### src/rtl/emi_map.svh
// Constants of the external memory interface: fields, codes, reset values
`ifndef EMI_MAP_SVH
`define EMI_MAP_SVH

// ****************************************************************
// Configuration byte field positions
// ****************************************************************
`define EMI_CFG_MUX_BIT     4
`define EMI_CFG_MODE_HI     3
`define EMI_CFG_MODE_LO     2
`define EMI_CFG_ALE_HI      1
`define EMI_CFG_ALE_LO      0

// ****************************************************************
// Timing byte field positions
// ****************************************************************
`define EMI_TC_SETUP_HI     7
`define EMI_TC_SETUP_LO     6
`define EMI_TC_STROBE_HI    5
`define EMI_TC_STROBE_LO    2
`define EMI_TC_HOLD_HI      1
`define EMI_TC_HOLD_LO      0

// ****************************************************************
// Reset values of the fields
// ****************************************************************
`define EMI_RST_MUX         1'h0
`define EMI_RST_MODE        2'h0
`define EMI_RST_ALE         2'h3
`define EMI_RST_SETUP       2'h3
`define EMI_RST_STROBE      4'hf
`define EMI_RST_HOLD        2'h3

// ****************************************************************
// Memory map mode codes and address limits
// ****************************************************************
`define EMI_MODE_INTERNAL   2'h0
`define EMI_MODE_SPLIT_NB   2'h1
`define EMI_MODE_SPLIT_B    2'h2
`define EMI_MODE_EXTERNAL   2'h3
`define EMI_MUX_SEPARATE    1'h1
`define EMI_ONCHIP_LIMIT    16'h2000
`define EMI_RAM_AW          13

`endif

### src/rtl/emi_pkg.sv
// Types shared by the external memory interface modules
package emi_pkg;

    // Access phases, in the order an off-chip move walks them
    typedef enum logic [3:0] {
        EMI_IDLE,
        EMI_RAM,
        EMI_RAM_DONE,
        EMI_ADDR,
        EMI_ALE_HI,
        EMI_ALE_LO,
        EMI_PRE,
        EMI_SETUP,
        EMI_STROBE,
        EMI_HOLD,
        EMI_POST,
        EMI_DONE
    } emi_phase_t;

    // Whole state of the controller
    typedef struct packed {
        emi_phase_t  phase;
        logic [4:0]  cnt;
        logic        multiplex_select;
        logic [1:0]  memory_map_mode;
        logic [1:0]  latch_pulse_width;
        logic [1:0]  address_setup_field;
        logic [3:0]  strobe_width_field;
        logic [1:0]  address_hold_field;
        logic        write;
        logic        hi_drive;
        logic [15:0] addr;
        logic [7:0]  wdata;
        logic [7:0]  rdata;
        logic        done;
        logic        ale;
        logic        rd_n;
        logic        wr_n;
        logic [7:0]  ad_out;
        logic        ad_oe;
        logic        addr_hi_oe;
        logic        addr_lo_oe;
        logic        ram_en;
        logic        ram_we;
    } emi_state_t;

endpackage : emi_pkg

### src/rtl/emi_ctrl.sv
// External data memory interface controller: routing, sequencing, pins
// Notes on behaviour
// - Muxed mode shares low address and data pins
// - Interface drives its own address latch strobe
// - Latch strobe high while low address shown
// - Latch strobe falls, then pins carry data
// - Non-muxed mode uses separate address pins
// - Internal mode: all moves on-chip, 8 kB wrap
// - Short move address is page then index, outside external mode
// - Wide move uses full data pointer
// - Split modes: below boundary on-chip, else off
// - Split no-bank: short move leaves high byte
// - Split wide move drives all sixteen lines
// - Split bank: short move drives page high
// - External mode: every move goes off-chip
// - External short move: page ignored, high undriven
// - External wide move drives all sixteen lines
// - Setup, hold, strobe, latch widths programmable
// - Off-chip move lasts settings plus four
// - Shortest non-muxed off-chip move five cycles
// - Muxed adds latch cycles, seven minimum
// - Setup and hold reset to maximum
// - Multiplex select zero muxed, one separate
// - Latch high and low one to four
// - Strobe width is field plus one
// - Setup and hold equal their codes
`timescale 1ns/10ps
`include "emi_map.svh"
module emi_ctrl (
    // Clock and reset
    input  wire logic        CLK_IN,
    input  wire logic        NRST_IN,
    // Configuration load and readback
    input  wire logic        CFG_LOAD_IN,
    input  wire logic [7:0]  CFG_BYTE_IN,
    input  wire logic        TIMING_LOAD_IN,
    input  wire logic [7:0]  TIMING_BYTE_IN,
    input  wire logic [7:0]  PAGE_HIGH_BYTE_IN,
    output logic [7:0]       CFG_BYTE_OUT,
    output logic [7:0]       TIMING_BYTE_OUT,
    // CPU move request and answer
    input  wire logic        REQ_IN,
    input  wire logic        WRITE_IN,
    input  wire logic        WIDE_IN,
    input  wire logic [15:0] DPTR_IN,
    input  wire logic [7:0]  INDEX_IN,
    input  wire logic [7:0]  WDATA_IN,
    output logic             BUSY_OUT,
    output logic             DONE_OUT,
    output logic [7:0]       RDATA_OUT,
    output emi_pkg::emi_phase_t PHASE_OUT,
    // On-chip RAM port
    output logic             RAM_EN_OUT,
    output logic             RAM_WE_OUT,
    output logic [12:0]      RAM_ADDR_OUT,
    output logic [7:0]       RAM_WDATA_OUT,
    input  wire logic [7:0]  RAM_RDATA_IN,
    // External memory port pins
    output logic [7:0]       ADDR_HI_OUT,
    output logic             ADDR_HI_OE_OUT,
    output logic [7:0]       ADDR_LO_OUT,
    output logic             ADDR_LO_OE_OUT,
    input  wire logic [7:0]  AD_IN,
    output logic [7:0]       AD_OUT,
    output logic             AD_OE_OUT,
    output logic             ALE_OUT,
    output logic             RD_N_OUT,
    output logic             WR_N_OUT
);
    import emi_pkg::*;

    // ****************************************************************
    // Reset state
    // ****************************************************************
    localparam emi_state_t RST_STATE = '{
        phase:               EMI_IDLE,
        multiplex_select:    `EMI_RST_MUX,
        memory_map_mode:     `EMI_RST_MODE,
        latch_pulse_width:   `EMI_RST_ALE,
        address_setup_field: `EMI_RST_SETUP,
        address_hold_field:  `EMI_RST_HOLD,
        strobe_width_field:  `EMI_RST_STROBE,
        rd_n:                1'b1,
        wr_n:                1'b1,
        default:             '0
    };

    emi_state_t  state_ff;
    emi_state_t  nxt_state;
    logic [15:0] route_addr;
    logic        route_offchip;
    logic        route_hi_drive;

    // ****************************************************************
    // Address routing
    // ****************************************************************

    // Decode of the move now offered by the CPU
    emi_route u_route (
        .mode_in      (state_ff.memory_map_mode),
        .wide_in      (WIDE_IN),
        .dptr_in      (DPTR_IN),
        .index_in     (INDEX_IN),
        .page_in      (PAGE_HIGH_BYTE_IN),
        .eff_addr_out (route_addr),
        .offchip_out  (route_offchip),
        .hi_drive_out (route_hi_drive)
    );

    // ****************************************************************
    // Phase helpers
    // ****************************************************************

    // Cycles spent in a phase; zero means the phase is skipped
    function automatic logic [4:0] phase_len(input emi_phase_t p, input emi_state_t s);
        logic [4:0] len;
        len = 5'h01;
        case (p)
            EMI_ALE_HI, EMI_ALE_LO: begin
                if (s.multiplex_select == `EMI_MUX_SEPARATE) begin
                    len = 5'h00;
                end else begin
                    len = {3'h0, s.latch_pulse_width} + 5'h01;
                end
            end
            EMI_SETUP: begin
                len = {3'h0, s.address_setup_field};
            end
            EMI_STROBE: begin
                len = {1'b0, s.strobe_width_field} + 5'h01;
            end
            EMI_HOLD: begin
                len = {3'h0, s.address_hold_field};
            end
            default: begin
                len = 5'h01;
            end
        endcase
        return len;
    endfunction : phase_len

    // Plain successor of an off-chip phase
    function automatic emi_phase_t succ(input emi_phase_t p);
        emi_phase_t n;
        n = EMI_DONE;
        case (p)
            EMI_ADDR:   n = EMI_ALE_HI;
            EMI_ALE_HI: n = EMI_ALE_LO;
            EMI_ALE_LO: n = EMI_PRE;
            EMI_PRE:    n = EMI_SETUP;
            EMI_SETUP:  n = EMI_STROBE;
            EMI_STROBE: n = EMI_HOLD;
            EMI_HOLD:   n = EMI_POST;
            default:    n = EMI_DONE;
        endcase
        return n;
    endfunction : succ

    // Next phase with nonzero length; at most two are skipped in a row
    function automatic emi_phase_t after(input emi_phase_t p, input emi_state_t s);
        emi_phase_t n;
        n = succ(p);
        for (int i = 0; i < 2; i++) begin
            if (phase_len(n, s) == 5'h00) begin
                n = succ(n);
            end
        end
        return n;
    endfunction : after

    // Phases in which the external port is owned by a move
    function automatic logic is_ext(input emi_phase_t p);
        return (p == EMI_ADDR) || (p == EMI_ALE_HI) || (p == EMI_ALE_LO) ||
               (p == EMI_PRE) || (p == EMI_SETUP) || (p == EMI_STROBE) ||
               (p == EMI_HOLD) || (p == EMI_POST);
    endfunction : is_ext

    // Phases in which muxed pins still carry the low address
    function automatic logic is_addr(input emi_phase_t p);
        return (p == EMI_ADDR) || (p == EMI_ALE_HI) || (p == EMI_ALE_LO);
    endfunction : is_addr

    // ****************************************************************
    // Next state
    // ****************************************************************
    always_comb begin
        nxt_state = state_ff;

        // Configuration loads, only between moves
        if (state_ff.phase == EMI_IDLE) begin
            if (CFG_LOAD_IN) begin
                nxt_state.multiplex_select  = CFG_BYTE_IN[`EMI_CFG_MUX_BIT];
                nxt_state.memory_map_mode   = CFG_BYTE_IN[`EMI_CFG_MODE_HI:`EMI_CFG_MODE_LO];
                nxt_state.latch_pulse_width = CFG_BYTE_IN[`EMI_CFG_ALE_HI:`EMI_CFG_ALE_LO];
            end
            if (TIMING_LOAD_IN) begin
                nxt_state.address_setup_field =
                    TIMING_BYTE_IN[`EMI_TC_SETUP_HI:`EMI_TC_SETUP_LO];
                nxt_state.strobe_width_field  =
                    TIMING_BYTE_IN[`EMI_TC_STROBE_HI:`EMI_TC_STROBE_LO];
                nxt_state.address_hold_field  =
                    TIMING_BYTE_IN[`EMI_TC_HOLD_HI:`EMI_TC_HOLD_LO];
            end
        end

        // Phase sequencing
        case (state_ff.phase)
            EMI_IDLE: begin
                if (REQ_IN) begin
                    nxt_state.write    = WRITE_IN;
                    nxt_state.wdata    = WDATA_IN;
                    nxt_state.addr     = route_addr;
                    nxt_state.hi_drive = route_hi_drive;
                    nxt_state.cnt      = 5'h00;
                    if (route_offchip) begin
                        nxt_state.phase = EMI_ADDR;
                    end else begin
                        nxt_state.phase = EMI_RAM;
                    end
                end
            end
            EMI_RAM: begin
                nxt_state.phase = EMI_RAM_DONE;
            end
            EMI_RAM_DONE: begin
                nxt_state.phase = EMI_IDLE;
                if (!state_ff.write) begin
                    nxt_state.rdata = RAM_RDATA_IN;
                end
            end
            EMI_DONE: begin
                nxt_state.phase = EMI_IDLE;
            end
            default: begin
                // Count down the phase, then enter the next nonempty one
                if (state_ff.cnt != 5'h00) begin
                    nxt_state.cnt = state_ff.cnt - 5'h01;
                end else begin
                    nxt_state.phase = after(state_ff.phase, state_ff);
                    nxt_state.cnt   = phase_len(nxt_state.phase, state_ff) - 5'h01;
                end
            end
        endcase

        // Read data taken at the last strobe cycle
        if ((state_ff.phase == EMI_STROBE) && (state_ff.cnt == 5'h00) && !state_ff.write) begin
            nxt_state.rdata = AD_IN;
        end

        // Completion pulse
        nxt_state.done = (nxt_state.phase == EMI_DONE) ||
                         (state_ff.phase == EMI_RAM_DONE);

        // Strobes follow the phase being entered
        nxt_state.ale  = (nxt_state.phase == EMI_ALE_HI);
        nxt_state.rd_n = !((nxt_state.phase == EMI_STROBE) && !nxt_state.write);
        nxt_state.wr_n = !((nxt_state.phase == EMI_STROBE) && nxt_state.write);

        // Shared pins: low address first, then data
        if ((nxt_state.multiplex_select != `EMI_MUX_SEPARATE) && is_addr(nxt_state.phase)) begin
            nxt_state.ad_out = nxt_state.addr[7:0];
            nxt_state.ad_oe  = 1'b1;
        end else if (is_ext(nxt_state.phase)) begin
            nxt_state.ad_out = nxt_state.wdata;
            nxt_state.ad_oe  = nxt_state.write;
        end else begin
            nxt_state.ad_oe  = 1'b0;
        end

        // Separate address pins
        nxt_state.addr_lo_oe = is_ext(nxt_state.phase) &&
                               (nxt_state.multiplex_select == `EMI_MUX_SEPARATE);
        nxt_state.addr_hi_oe = is_ext(nxt_state.phase) &&
                               nxt_state.hi_drive;

        // On-chip RAM strobe
        nxt_state.ram_en = (nxt_state.phase == EMI_RAM);
        nxt_state.ram_we = (nxt_state.phase == EMI_RAM) && nxt_state.write;
    end

    // ****************************************************************
    // State register
    // ****************************************************************
    always_ff @(posedge CLK_IN or negedge NRST_IN) begin
        if (!NRST_IN) begin
            state_ff <= RST_STATE;
        end else begin
            state_ff <= nxt_state;
        end
    end

    // ****************************************************************
    // Outputs
    // ****************************************************************

    // Configuration readback, unused bits zero
    assign CFG_BYTE_OUT    = {3'h0, state_ff.multiplex_select,
                              state_ff.memory_map_mode, state_ff.latch_pulse_width};
    assign TIMING_BYTE_OUT = {state_ff.address_setup_field, state_ff.strobe_width_field,
                              state_ff.address_hold_field};

    // CPU answer
    assign BUSY_OUT  = (state_ff.phase != EMI_IDLE);
    assign DONE_OUT  = state_ff.done;
    assign RDATA_OUT = state_ff.rdata;
    assign PHASE_OUT = state_ff.phase;

    // On-chip RAM, address wraps at the populated size
    assign RAM_EN_OUT    = state_ff.ram_en;
    assign RAM_WE_OUT    = state_ff.ram_we;
    assign RAM_ADDR_OUT  = state_ff.addr[`EMI_RAM_AW-1:0];
    assign RAM_WDATA_OUT = state_ff.wdata;

    // External pins
    assign ADDR_HI_OUT    = state_ff.addr[15:8];
    assign ADDR_HI_OE_OUT = state_ff.addr_hi_oe;
    assign ADDR_LO_OUT    = state_ff.addr[7:0];
    assign ADDR_LO_OE_OUT = state_ff.addr_lo_oe;
    assign AD_OUT         = state_ff.ad_out;
    assign AD_OE_OUT      = state_ff.ad_oe;
    assign ALE_OUT        = state_ff.ale;
    assign RD_N_OUT       = state_ff.rd_n;
    assign WR_N_OUT       = state_ff.wr_n;

endmodule : emi_ctrl

### src/rtl/emi_route.sv
// Effective address and on-chip or off-chip routing of a move
`timescale 1ns/10ps
`include "emi_map.svh"
module emi_route (
    // Mode and move kind
    input  wire logic [1:0]  mode_in,
    input  wire logic        wide_in,
    // Address sources
    input  wire logic [15:0] dptr_in,
    input  wire logic [7:0]  index_in,
    input  wire logic [7:0]  page_in,
    // Routing result
    output logic [15:0]      eff_addr_out,
    output logic             offchip_out,
    output logic             hi_drive_out
);
    import emi_pkg::*;

    logic [15:0] paged;
    logic        below;

    // Page forms the high byte of a short move outside external mode
    assign paged = {page_in, index_in};

    // Decision address for short and wide moves
    always_comb begin
        eff_addr_out = wide_in ? dptr_in : paged;
        below        = eff_addr_out < `EMI_ONCHIP_LIMIT;
        offchip_out  = 1'b0;
        hi_drive_out = 1'b0;
        if (mode_in == `EMI_MODE_INTERNAL) begin
            offchip_out = 1'b0;
        end else if (mode_in == `EMI_MODE_SPLIT_NB) begin
            offchip_out  = !below;
            hi_drive_out = wide_in;
        end else if (mode_in == `EMI_MODE_SPLIT_B) begin
            offchip_out  = !below;
            hi_drive_out = 1'b1;
        end else begin
            offchip_out  = 1'b1;
            hi_drive_out = wide_in;
            if (!wide_in) begin
                eff_addr_out = {8'h00, index_in};
            end
        end
    end

endmodule : emi_route

### config.mk
export PLATFORM = sky130hd
export DESIGN_NAME = emi_ctrl
export DESIGN_NICKNAME = d
export VERILOG_FILES = /design/src/rtl/emi_pkg.sv /design/src/rtl/emi_ctrl.sv /design/src/rtl/emi_route.sv
export VERILOG_INCLUDE_DIRS = /design/src /design/src/rtl
export SDC_FILE = /design/constraint.sdc
export NUM_CORES = 1
export LEC_CHECK = 0
export ABC_AREA = 1
export BUFFER_PORTS_ARGS = -buffer_cell sky130_fd_sc_hd__buf_2
export CAP_MARGIN = 20
export CORE_UTILIZATION = 31
export CTS_BUF_LIST = sky130_fd_sc_hd__clkbuf_4
export DETAILED_ROUTE_END_ITERATION = 10
export PLACE_DENSITY = 0.5
export RECOVER_POWER = 25
export SYNTH_ARGS = -nofsm -noshare
export SYNTH_HDL_FRONTEND = slang
export SYNTH_SLANG_ARGS = --single-unit
### constraint.sdc
create_clock -name CLK_IN -period 5.3 [get_ports CLK_IN]
set_input_delay 0.795 -clock CLK_IN [delete_from_list [all_inputs] [get_ports CLK_IN]]
set_output_delay 0.795 -clock CLK_IN [all_outputs]
set_load 0.02 [all_outputs]
== Word-level counts from Yosys, hierarchy flattened ==
Index checks and enable logic that the tools add are counted.

* $add $sub $neg: 4
* Magnitude comparators: 1
* Equality and inequality tests: 43
* Muxes and demuxes: 49
* Bitwise operators: 2
* Reduce and logical (&&, ||, !) cells: 41

{| class="wikitable"
|+ Operators with widths
! operator !! count
|-
| $pmux 4 s7 || 3
|-
| $mux 16 || 5
|-
| $eq 4x3->1 const B || 19
|-
| $pmux 5 s4 || 3
|-
| $eq 4x4->1 const B || 13
|-
| $mux 26 || 2
|-
| $mux 5 || 8
|-
| $mux 8 || 5
|-
| $mux 4 || 9
|-
| $eq 4x2->1 const B || 5
|-
| $mux 9 || 2
|-
| $lt 16x14->1 const B || 1
|-
| $logic_not 5->1 || 3
|-
| $mux 13 || 1
|-
| $pmux 4 s3 || 1
|-
| $pmux 5 s2 || 1
|-
| $reduce_and 2->1 || 5
|-
| $sub 5x1->5 const B || 2
|-
| $eq 4x1->1 const B || 2
|-
| $logic_and 1x1->1 || 8
|-
| $logic_or 1x1->1 || 8
|-
| $reduce_or 2->1 || 4
|-
| $mux 1 || 7
|-
| $add 4x1->5 const B || 1
|-
| 16 further kinds || 22
|}

* Bits in registers: 73
* Input bits: 79
* Output and inout bits: 83
* Word-level logic and storage cells: 164

== Depth between registers and ports, before layout ==
Gate-level depths: netlist of run 1.

* Word-level depth: 34
* Gate-level depth with buffers: 28
* Depth with buffers taken out: 28

== Modules after synthesis ==
From an unflattened synthesis of run 1, not the netlist that was laid out.

* Cells, all modules: 596
* Area, all modules: 4450.5 µm²

{| class="wikitable"
|+ By module, submodules not included
! module !! times used !! cells each !! area an instance (µm²) !! sequential area each (µm²)
|-
| emi_ctrl || 1 || 532 || 4166.5 || 1841.8
|-
| emi_route || 1 || 64 || 284.0 || 0.0
|}

== Least setup slack after synthesis of run 1 ==
Ideal clock, no wire load.

* Path kind: register to register
* From: register state_ff, in the netlist TIMING_BYTE_OUT[2]
* To: register state_ff[68] (netlist name)
* Setup time: 0.130 ns
* Arrival time: 2.833 ns
* Required time: 5.170 ns
* Slack: 2.337 ns
* Cell stages (with the launch flop): 21
* Buffers on the path: 0
* Period minus slack after synthesis: 2.963 ns
* Cells stage by stage: dfstp_2 ha_1 inv_1 nand2_1 nand2_1 nand2_1 nand2_1 inv_1 nor2_1 nand3_2 nand2_1 nand2_2 nor3_1 inv_1 or2_2 nand4_1 a21oi_1 ha_1 a31o_2 nand3_1 o21ai_0

* Cells in the longest elaborated chain, start to end: 25
* Elaborated cells between the ends (all ways): 36
* Classes of those cells: 2 x add/sub; 12 x eq/ne; 18 x mux; 4 x reduce/logical

{| class="wikitable"
|+ Ends and longest elaborated chain
! what !! RTL line !! text
|-
| start, declared || emi_ctrl.sv:88 || <nowiki>emi_state_t state_ff;</nowiki>
|-
| start signal, assigned || emi_ctrl.sv:288 || <nowiki>state_ff <= nxt_state;</nowiki>
|-
| $add 4x1->5 (*) || emi_ctrl.sv:130 || <nowiki>len = {1'b0, s.strobe_width_field} + 5'h01;</nowiki>
|-
| $pmux 5 s4 || emi_ctrl.sv:118 || <nowiki>case (p)</nowiki>
|-
| $mux 5 || emi_ctrl.sv:236 || <nowiki>if (state_ff.cnt != 5'h00) begin</nowiki>
|-
| $mux 5 || emi_ctrl.sv:207 || <nowiki>case (state_ff.phase)</nowiki>
|-
| $logic_not 5->1 || emi_ctrl.sv:164 || <nowiki>if (phase_len(n, s) == 5'h00) begin</nowiki>
|-
| $mux 4 || emi_ctrl.sv:164 ||
|-
| $mux 4 || emi_ctrl.sv:236 ||
|-
| $mux 4 || emi_ctrl.sv:207 ||
|-
| [9 not listed] || -- ||
|-
| $eq 4x3->1 || emi_ctrl.sv:118 ||
|-
| $reduce_or 2->1 || emi_ctrl.sv:118 ||
|-
| $pmux 5 s4 (*) || emi_ctrl.sv:118 ||
|-
| $mux 5 (*) || emi_ctrl.sv:236 ||
|-
| $mux 5 (*) || emi_ctrl.sv:207 ||
|-
| $sub 5x1->5 (*) || emi_ctrl.sv:240 || <nowiki>nxt_state.cnt = phase_len(nxt_state.phase, state_ff) - 5'h01;</nowiki>
|-
| $mux 5 (*) || emi_ctrl.sv:236 ||
|-
| $pmux 5 s2 (*) || emi_ctrl.sv:207 ||
|}

Mark *: on every way between the ends. The rest lies on a longest branch, timed or not. The select of a mux whose other input is x is not followed.
A chain may end at the register's enable or synchronous reset.

==> metrics.md, run 1 <==
| Metric | Value |
|---|---|
| Status | `complete, no violations` |
| Max cap viols | `0` |
| Crit-path slowest cell | `dfstp_2` |
| Inserted Clock Buffers | `9` |
| IO Count | `between 150 and 200` |
| Clock share of power | `0.089` |
| Die area | `between 10000 and 15000 um2` |
| Num rows | `43` |
| Worst Setup Path Type | `reg2reg` |
| Crit end category | `flop` |
| Net Sw Power | `1.77 mW` |
| Ys Warns | `0` |
| Die Wd | `approximately 120 um` |
| Final Power | `~3.4 mW` |
| Gate Count Post-Synth | `between 500 and 600` |
| Reg clk slew, reported paths | `120 ps` |
| Synth Flop Type | `dfrtp_1` |
| Layout cells sized above 1 | `0.353` |
| Layout fillers | `1486` |
| Mean Syn Cell Area | `about 7.8 um2` |
| Post-CTS Resized | `0` |
| Comb pwr share | `0.606` |
| Via/cell ratio | `4.60` |
| Pwr dens | `676 nW/um2` |
| Relative slew slack | `0.376` |
| Worst-Margin Slew | `~940 ps` |
| Design area | `~5000 um2` |
| Core region area | `roughly 14000 um2` |
| Crit path largest cell delay | `approximately 600 ps` |
| Fin crit share | `0.647` |
| Fmax | `292 MHz` |
| Worst Path Arrival | `3770 ps` |
| Synthesis-to-finish area growth | `12.2%` |
| RSZ-0062 raised after global routing | `no` |
| Worst-Skew Late Latency | `between 400 and 500 ps` |
| Die height | `122 um` |
| Required time worst endpoint | `roughly 5700 ps` |
| Post-route DRC | `0` |
| CTS tree | `done` |
| Drt first pass iters | `6` |
| Root Driver | `clkbuf_4` |
| Min cycle time layout | `~3400 ps` |
| Initial Utilization | `0.320` |
| Post-Syn Area | `around 4500 um2` |
| Peak supply drop | `between 0.3 and 0.4 mV` |
| Fin. Hold Viols | `0` |
| Nets | `between 700 and 800` |
| Post-CTS setup buffers | `0` |
| Synthesis-stage register bit count | `73` |
| Non-filler cells, final | `roughly 840` |
| First-pass GRT wire length | `~18 mm` |
| Worst hold path class | `in2async` |
| DPL Wire Length | `~8.5 mm` |
| Wirelength, routed | `roughly 11 mm` |
| Most used cell, CP | `nand2_1` |
| R2r startpoint | `TIMING_BYTE_OUT[2]` |
| Register area share after synthesis | `0.413` |
| Initial antenna violation count | `1` |
| Crit path max fanout | `12` |
| Reg power frac | `0.305` |
| Setup TNS | `0 ps` |
| Routed Antenna Nets | `0` |
| Initial drt markers | `roughly 190` |
| Sw Ratio | `0.523` |
| Total track usage | `0.159` |
| Internal | `between 1.5 and 2 mW` |
| Placed inst area | `4890 um2` |
| Via count | `3866` |
| Synth unique cells | `41` |
| Global route overflow | `0` |
| Final setup fails | `0` |
| Fin Clk Skew | `16.6 ps` |
| CP Launch Type | `flop` |
| # hold bufs at CTS | `0` |
| Clk sinks | `73` |
| Slew Limit Fails | `0` |
| Worst hold margin | `488 ps` |
| IO Port Bufs | `roughly 160` |
| RePlAce Congestion | `around 0.8` |
| Leak | `roughly 2.8 nW` |
| Largest net degree at the start of global routing | `74` |
| Clock buffer depth | `2` |
| Vias in the first global route | `3659` |
| Placed Instances | `a little over 800` |
| Wire per inst | `~13 um` |
| Async set-or-reset flop fraction in the synthesized netlist | `1.00` |
| Post-synth EDFFs | `0` |
| Htree depth | `3` |
| Critical Path Start | `TIMING_BYTE_OUT[2]` |
[registers in the layout (all words and copies together), names as in the netlist, 4 cells and up]
signal	flops
ADDR_HI_OUT	8
TIMING_BYTE_OUT	8
state_ff	7
PHASE_OUT	4
AD_OUT	8
RAM_WDATA_OUT	8
RDATA_OUT	8
ADDR_LO_OUT	8
CFG_BYTE_OUT	5
[cell usage after synthesis (all sizes together) (2+ instances only)]
master / count / area (um2)
o21ai: 24 / 150
clkbuf: 7 / 26.3
ha: 3 / 37.5
a21oi: 18 / 97.6
nand2: 163 / 649
mux2: 10 / 113
nand4: 6 / 43.8
a22oi: 5 / 37.5
dfrtp: 61 / 1530
inv: 65 / 244
buf: 75 / 563
nor3: 6 / 30.0
nor2: 48 / 193
nand3: 34 / 200
or2: 3 / 18.8
a32oi: 2 / 17.5
dfstp: 12 / 315
o22ai: 2 / 12.5
o211ai: 2 / 15.0
o31ai: 14 / 105
[kinds of logic after synthesis]
| logic type | share of synthesized area |
|---|---|
| compound gates | 0.105 |
| xor+xnor | 0.00393 |
| fa+ha+maj | 0.00843 |
| buf+inv | 0.187 |
| flops | 0.413 |
| mux | 0.0253 |
| other cells | 0.000842 |
| simple gates | 0.256 |
[routing by layer]
metal  part of all wire  wire (um)  global-route usage
met4              0.017        192              0.0525
met1               0.45       5080               0.200
met3              0.060        678              0.0473
met5                  0          0                   0
met2               0.47       5340               0.257
[final timing paths]
path / end / slack [ps] / depth (start not counted)
setup / recovery: AD_OUT[5] / 1870 / 25
hold / removal: state_ff[67] / 490 / 1
setup reg to reg: AD_OUT[5] / 1870 / 25
hold reg to reg: ADDR_HI_OUT[6] / 490 / 2
max in group asynchronous: ADDR_HI_OUT[3] / 4210 / 1
min in group CLK_IN: ADDR_HI_OUT[6] / 490 / 2
[stage by stage]
stage / util / setup slack (ps)
floorplan: - / 2340
global placement: 0.351 / 1970
detailed placement: 0.351 / 1930
CTS: 0.359 / 1880
global route: 0.359 / 1480
finish: 0.359 / 1870
[power groups by stage]
stage / logic, mW / registers (mW) / clock network, mW
final: 2.05 / 1.03 / 0.301
after global routing: 2.30 / 1.07 / 0.344
after detailed placement: 2.05 / 1.05 / 0
after CTS: 2.06 / 1.04 / 0.322
after global placement: 2.04 / 1.04 / 0
after floorplan: 1.82 / 1.02 / 0
[worst max-delay path, delay by kind of cell, from the launching register on]
family          cells  cell delay (ps)
simple gates       20             2180
flops               1              600
fa+ha+maj           1              250
buf+inv             3              180
compound gates      1              100
[placed cells by master, fill, tap and decap left out, types with 12 or more instances in the layout]
cell / instances
inv_1: 58
o21ai_0: 16
dfstp_2: 12
a21oi_1: 16
nor2_1: 45
nand3_1: 28
nand2_1: 152
buf_2: 154
o31ai_1: 14
dfrtp_1: 61
[final cells by class]
cell class / instances / area, um2 / area share
flip-flops and latches: 73 / 1840 / 0.368
multi-input cells: 350 / 1790 / 0.358
repair buffers: 157 / 793 / 0.159
inverters: 65 / 244 / 0.0488
well taps: 180 / 225 / 0.0451
clock buffers: 11 / 82.6 / 0.0165
clock inverters: 4 / 21.3 / 0.00426
diodes: 1 / 2.50 / 0.000501
(Power assumes the default switching activity.)
==> inputs of run 2 (changes only) <==
- PLACE_DENSITY: 0.5 -> 0.52
- clock period: 5.3 -> 3.02 ns (I/O delays scaled with it)
==> metrics.md, run 2 (synthesized netlist as in run 1, its figures left out) <==
| Metric | Value |
|---|---|
| Status | `finished, violations left` |
| Failing checks | `capacitance limit, slew limit, setup timing` |
| Worst Setup Path Type | `reg2reg` |
| Leading cell type in the layout, fill and taps excluded | `buf_2` |
| Global route overflow | `0 (unchanged)` |
| Crit-path slowest cell | `dfstp_2` |
| Pwr dens | `1260 nW/um2 (+86%)` |
| Synthesis-to-finish area growth | `23.8%` |
| Worst-Skew Late Latency | `460 ps (about the same)` |
| Die Wd | `122 um (unchanged)` |
| Internal | `3.49 mW (+120%)` |
| Total track usage | `0.165 (+0.00626)` |
| Inserted Clock Buffers | `9 (unchanged)` |
| Fin. Hold Viols | `0 (unchanged)` |
| Initial Utilization | `0.320 (unchanged)` |
| Clk sinks | `73 (unchanged)` |
| Routed Antenna Nets | `0 (unchanged)` |
| Peak supply drop | `0.395 mV (+24%)` |
| Min cycle time layout | `3090 ps (-335 ps)` |
| Clock buffer depth | `2 (unchanged)` |
| Initial antenna violation count | `1 (unchanged)` |
| Via count | `4020 (+4.0%)` |
| Nets | `777 (+5.3%)` |
| Crit path cell chain | `ha_4 -> inv_2 -> nand2_2 -> nand2_2 -> nand2_2 -> nand2_2 -> inv_2 -> nor2_2 -> nand3_2 -> nand2_2 -> nand2_4 -> nand3_2 -> nand2_2 -> nor2_4 -> nand3_2 -> nand2_1 -> nor2_2 -> nand2_1 -> nand4_1 -> a21oi_2 -> ha_4 -> buf_6 -> xor2_1 -> o22ai_1` |
| Hold wc startpoint | `AD_IN[3]` |
| Fin Clk Skew | `23.3 ps (+6.71 ps)` |
| CP Launch Type | `flop` |
| Final WS setup | `-72.9 ps (-1940 ps)` |
| Worst Path Arrival | `3450 ps (-320 ps)` |
| FF-to-FF setup slack | `-70 ps (-1940 ps)` |
| Crit path max fanout | `5 (-7)` |
| Fin crit share | `1.02 (+0.377)` |
| IO Count | `162 (unchanged)` |
| Worst hold margin | `191 ps (-297 ps)` |
| Fmax | `323 MHz (+11%)` |
| CTS tree | `done` |
| Max cap viols | `1 (+1)` |
| Post-route DRC | `0 (unchanged)` |
| Hold Crit Endpoint | `RDATA_OUT[3]` |
| Hold Path Cell Cnt | `3` |
| Most frequent cells in the layout | `buf_2, nand2_1, dfrtp_1` |
| RSZ-0062 raised after global routing | `yes` |
| Htree depth | `3 (unchanged)` |
| Comb pwr share | `0.649 (+0.043)` |
| Most used cell, CP | `nand2_2` |
| Die area | `14900 um2 (unchanged)` |
| Drt first pass iters | `4 (-2)` |
| Reg power frac | `0.259 (-0.046)` |
| DPL Wire Length | `8.89 mm (+4.9%)` |
| Layout cells sized above 1 | `0.443 (+0.0898)` |
| Largest net degree at the start of global routing | `74 (unchanged)` |
| R2r startpoint | `TIMING_BYTE_OUT[3]` |
| Required time worst endpoint | `3370 ps (-2280 ps)` |
| Leak | `2.99 nW (+7.9%)` |
| R2R Path End | `state_ff[66]` |
| First-pass GRT wire length | `18.7 mm (+3.7%)` |
| Slew Limit Fails | `74 (+74)` |
| Relative slew slack | `-0.225 (-0.601)` |
| Vias in the first global route | `3889 (+6.3%)` |
| Reg clk slew, reported paths | `130 ps (about the same)` |
| Initial drt markers | `149 (-20%)` |
| RePlAce Congestion | `0.819 (+2.4%)` |
| Die height | `122 um (unchanged)` |
| Net Sw Power | `3.45 mW (+95%)` |
| Final setup fails | `7 (+7)` |
| FF-to-FF path depth | `24 (-4.0%)` |
| Via/cell ratio | `4.56 (-0.74%)` |
| IO Port Bufs | `155 (unchanged)` |
| Setup TNS | `-166 ps (-166 ps)` |
| Root Driver | `clkbuf_4` |
| Clock share of power | `0.091 (+0.002)` |
| Core region area | `13900 um2 (unchanged)` |
| Num rows | `43 (unchanged)` |
| Wire per inst | `13.3 um (-0.80%)` |
| Worst-Margin Slew | `1840 ps (+902 ps)` |
| Wirelength, routed | `11.7 mm (+3.9%)` |
| Crit path largest cell delay | `580 ps (-20 ps)` |
| Crit end category | `flop` |
| Sw Ratio | `0.497 (-0.0261)` |
| Worst hold path class | `in2reg` |
[run 2: cell types whose count changed in the layout (fill, tap and decap cells not counted), moves of 3 or more]
cell and change:
ha_4 +3, nand2_1 -15, ha_1 -3, buf_4 +33, nand3_1 -6, inv_1 -5, nor2_1 -3, a21oi_1 -3
nand3_2 +5, buf_6 +4, inv_2 +5, nand2_2 +13, a21oi_2 +3
[run 2: metrics by stage]
step | util | instances | setup WS (ps) | cell area, um2 | power (mW)
2_1_floorplan | - | 570 | 56.6 | 4460 | 4.97
6_report | 0.396 | 881 | -72.9 | 5520 | 6.93
4_1_cts | 0.386 | 877 | -67.7 | 5380 | 6.73
3_3_place_gp | 0.367 | 855 | -131 | 5120 | 5.78
3_5_place_dp | 0.367 | 855 | -171 | 5120 | 5.85
5_1_grt | 0.396 | 881 | -222 | 5520 | 7.55
[run 2: what timing repair did]
action / 4_1_cts / 5_1_grt
hold buffers: 0 / 0
gates resized for setup: 19 / 33
pin swaps: 17 / 20
endpoints found under the setup margin: 14 / 22
setup buffers: 6 / 3
[run 2: cell type report]
class / count / area, um2
Timing Repair Buffer: 196 / 1110
Fill cell: 1463 / 8420
Multi-Input combinational cell: 350 / 1960
Inverter: 65 / 244
Clock inverter: 7 / 68.8
Tap cell: 180 / 225
Clock buffer: 9 / 67.6
Sequential cell: 73 / 1840
Antenna cell: 1 / 2.50
[run 2: how the worst max path moves through the flow]
| stage | start | endpoint | slack [ps] | cells past startpoint |
|---|---|---|---|---|
| after detailed placement | TIMING_BYTE_OUT[2] | state_ff[66] | -170 | 27 |
| after CTS | TIMING_BYTE_OUT[3] | state_ff[66] | -70 | 24 |
| after global placement | TIMING_BYTE_OUT[2] | state_ff[68] | -130 | 27 |
| after global routing | TIMING_BYTE_OUT[3] | AD_OUT[5] | -220 | 27 |
| after floorplan | TIMING_BYTE_OUT[2] | state_ff[68] | 60 | 20 |
| final | TIMING_BYTE_OUT[3] | state_ff[66] | -70 | 24 |
[run 2: routing by layer]
| layer | wire length [um] | GRT usage |
|---|---|---|
| met5 | 0 | 0 |
| met4 | 252 | 0.0802 |
| met3 | 615 | 0.0318 |
| met2 | 5640 | 0.265 |
| met1 | 5230 | 0.211 |
[run 2: critical path: cells and delay by family (launching register included)]
kind                       cells  cell delay, ps
and+or+nand+nor               16            1370
DFF                            1             580
adders and majority gates      2             390
AOI/OAI and AO/OA              2             330
buffers and inverters          3             170
xor gates and xnor gates       1             140
[run 2: power groups by stage]
stage                     Sequential [mW]  Clock (mW)  Combinational, mW
after floorplan                      1.78           0               3.19
after global placement               1.79           0               3.99
after detailed placement             1.81           0               4.04
after CTS                            1.80       0.673               4.26
after global routing                 1.87       0.711               4.97
final                                1.80       0.633               4.50
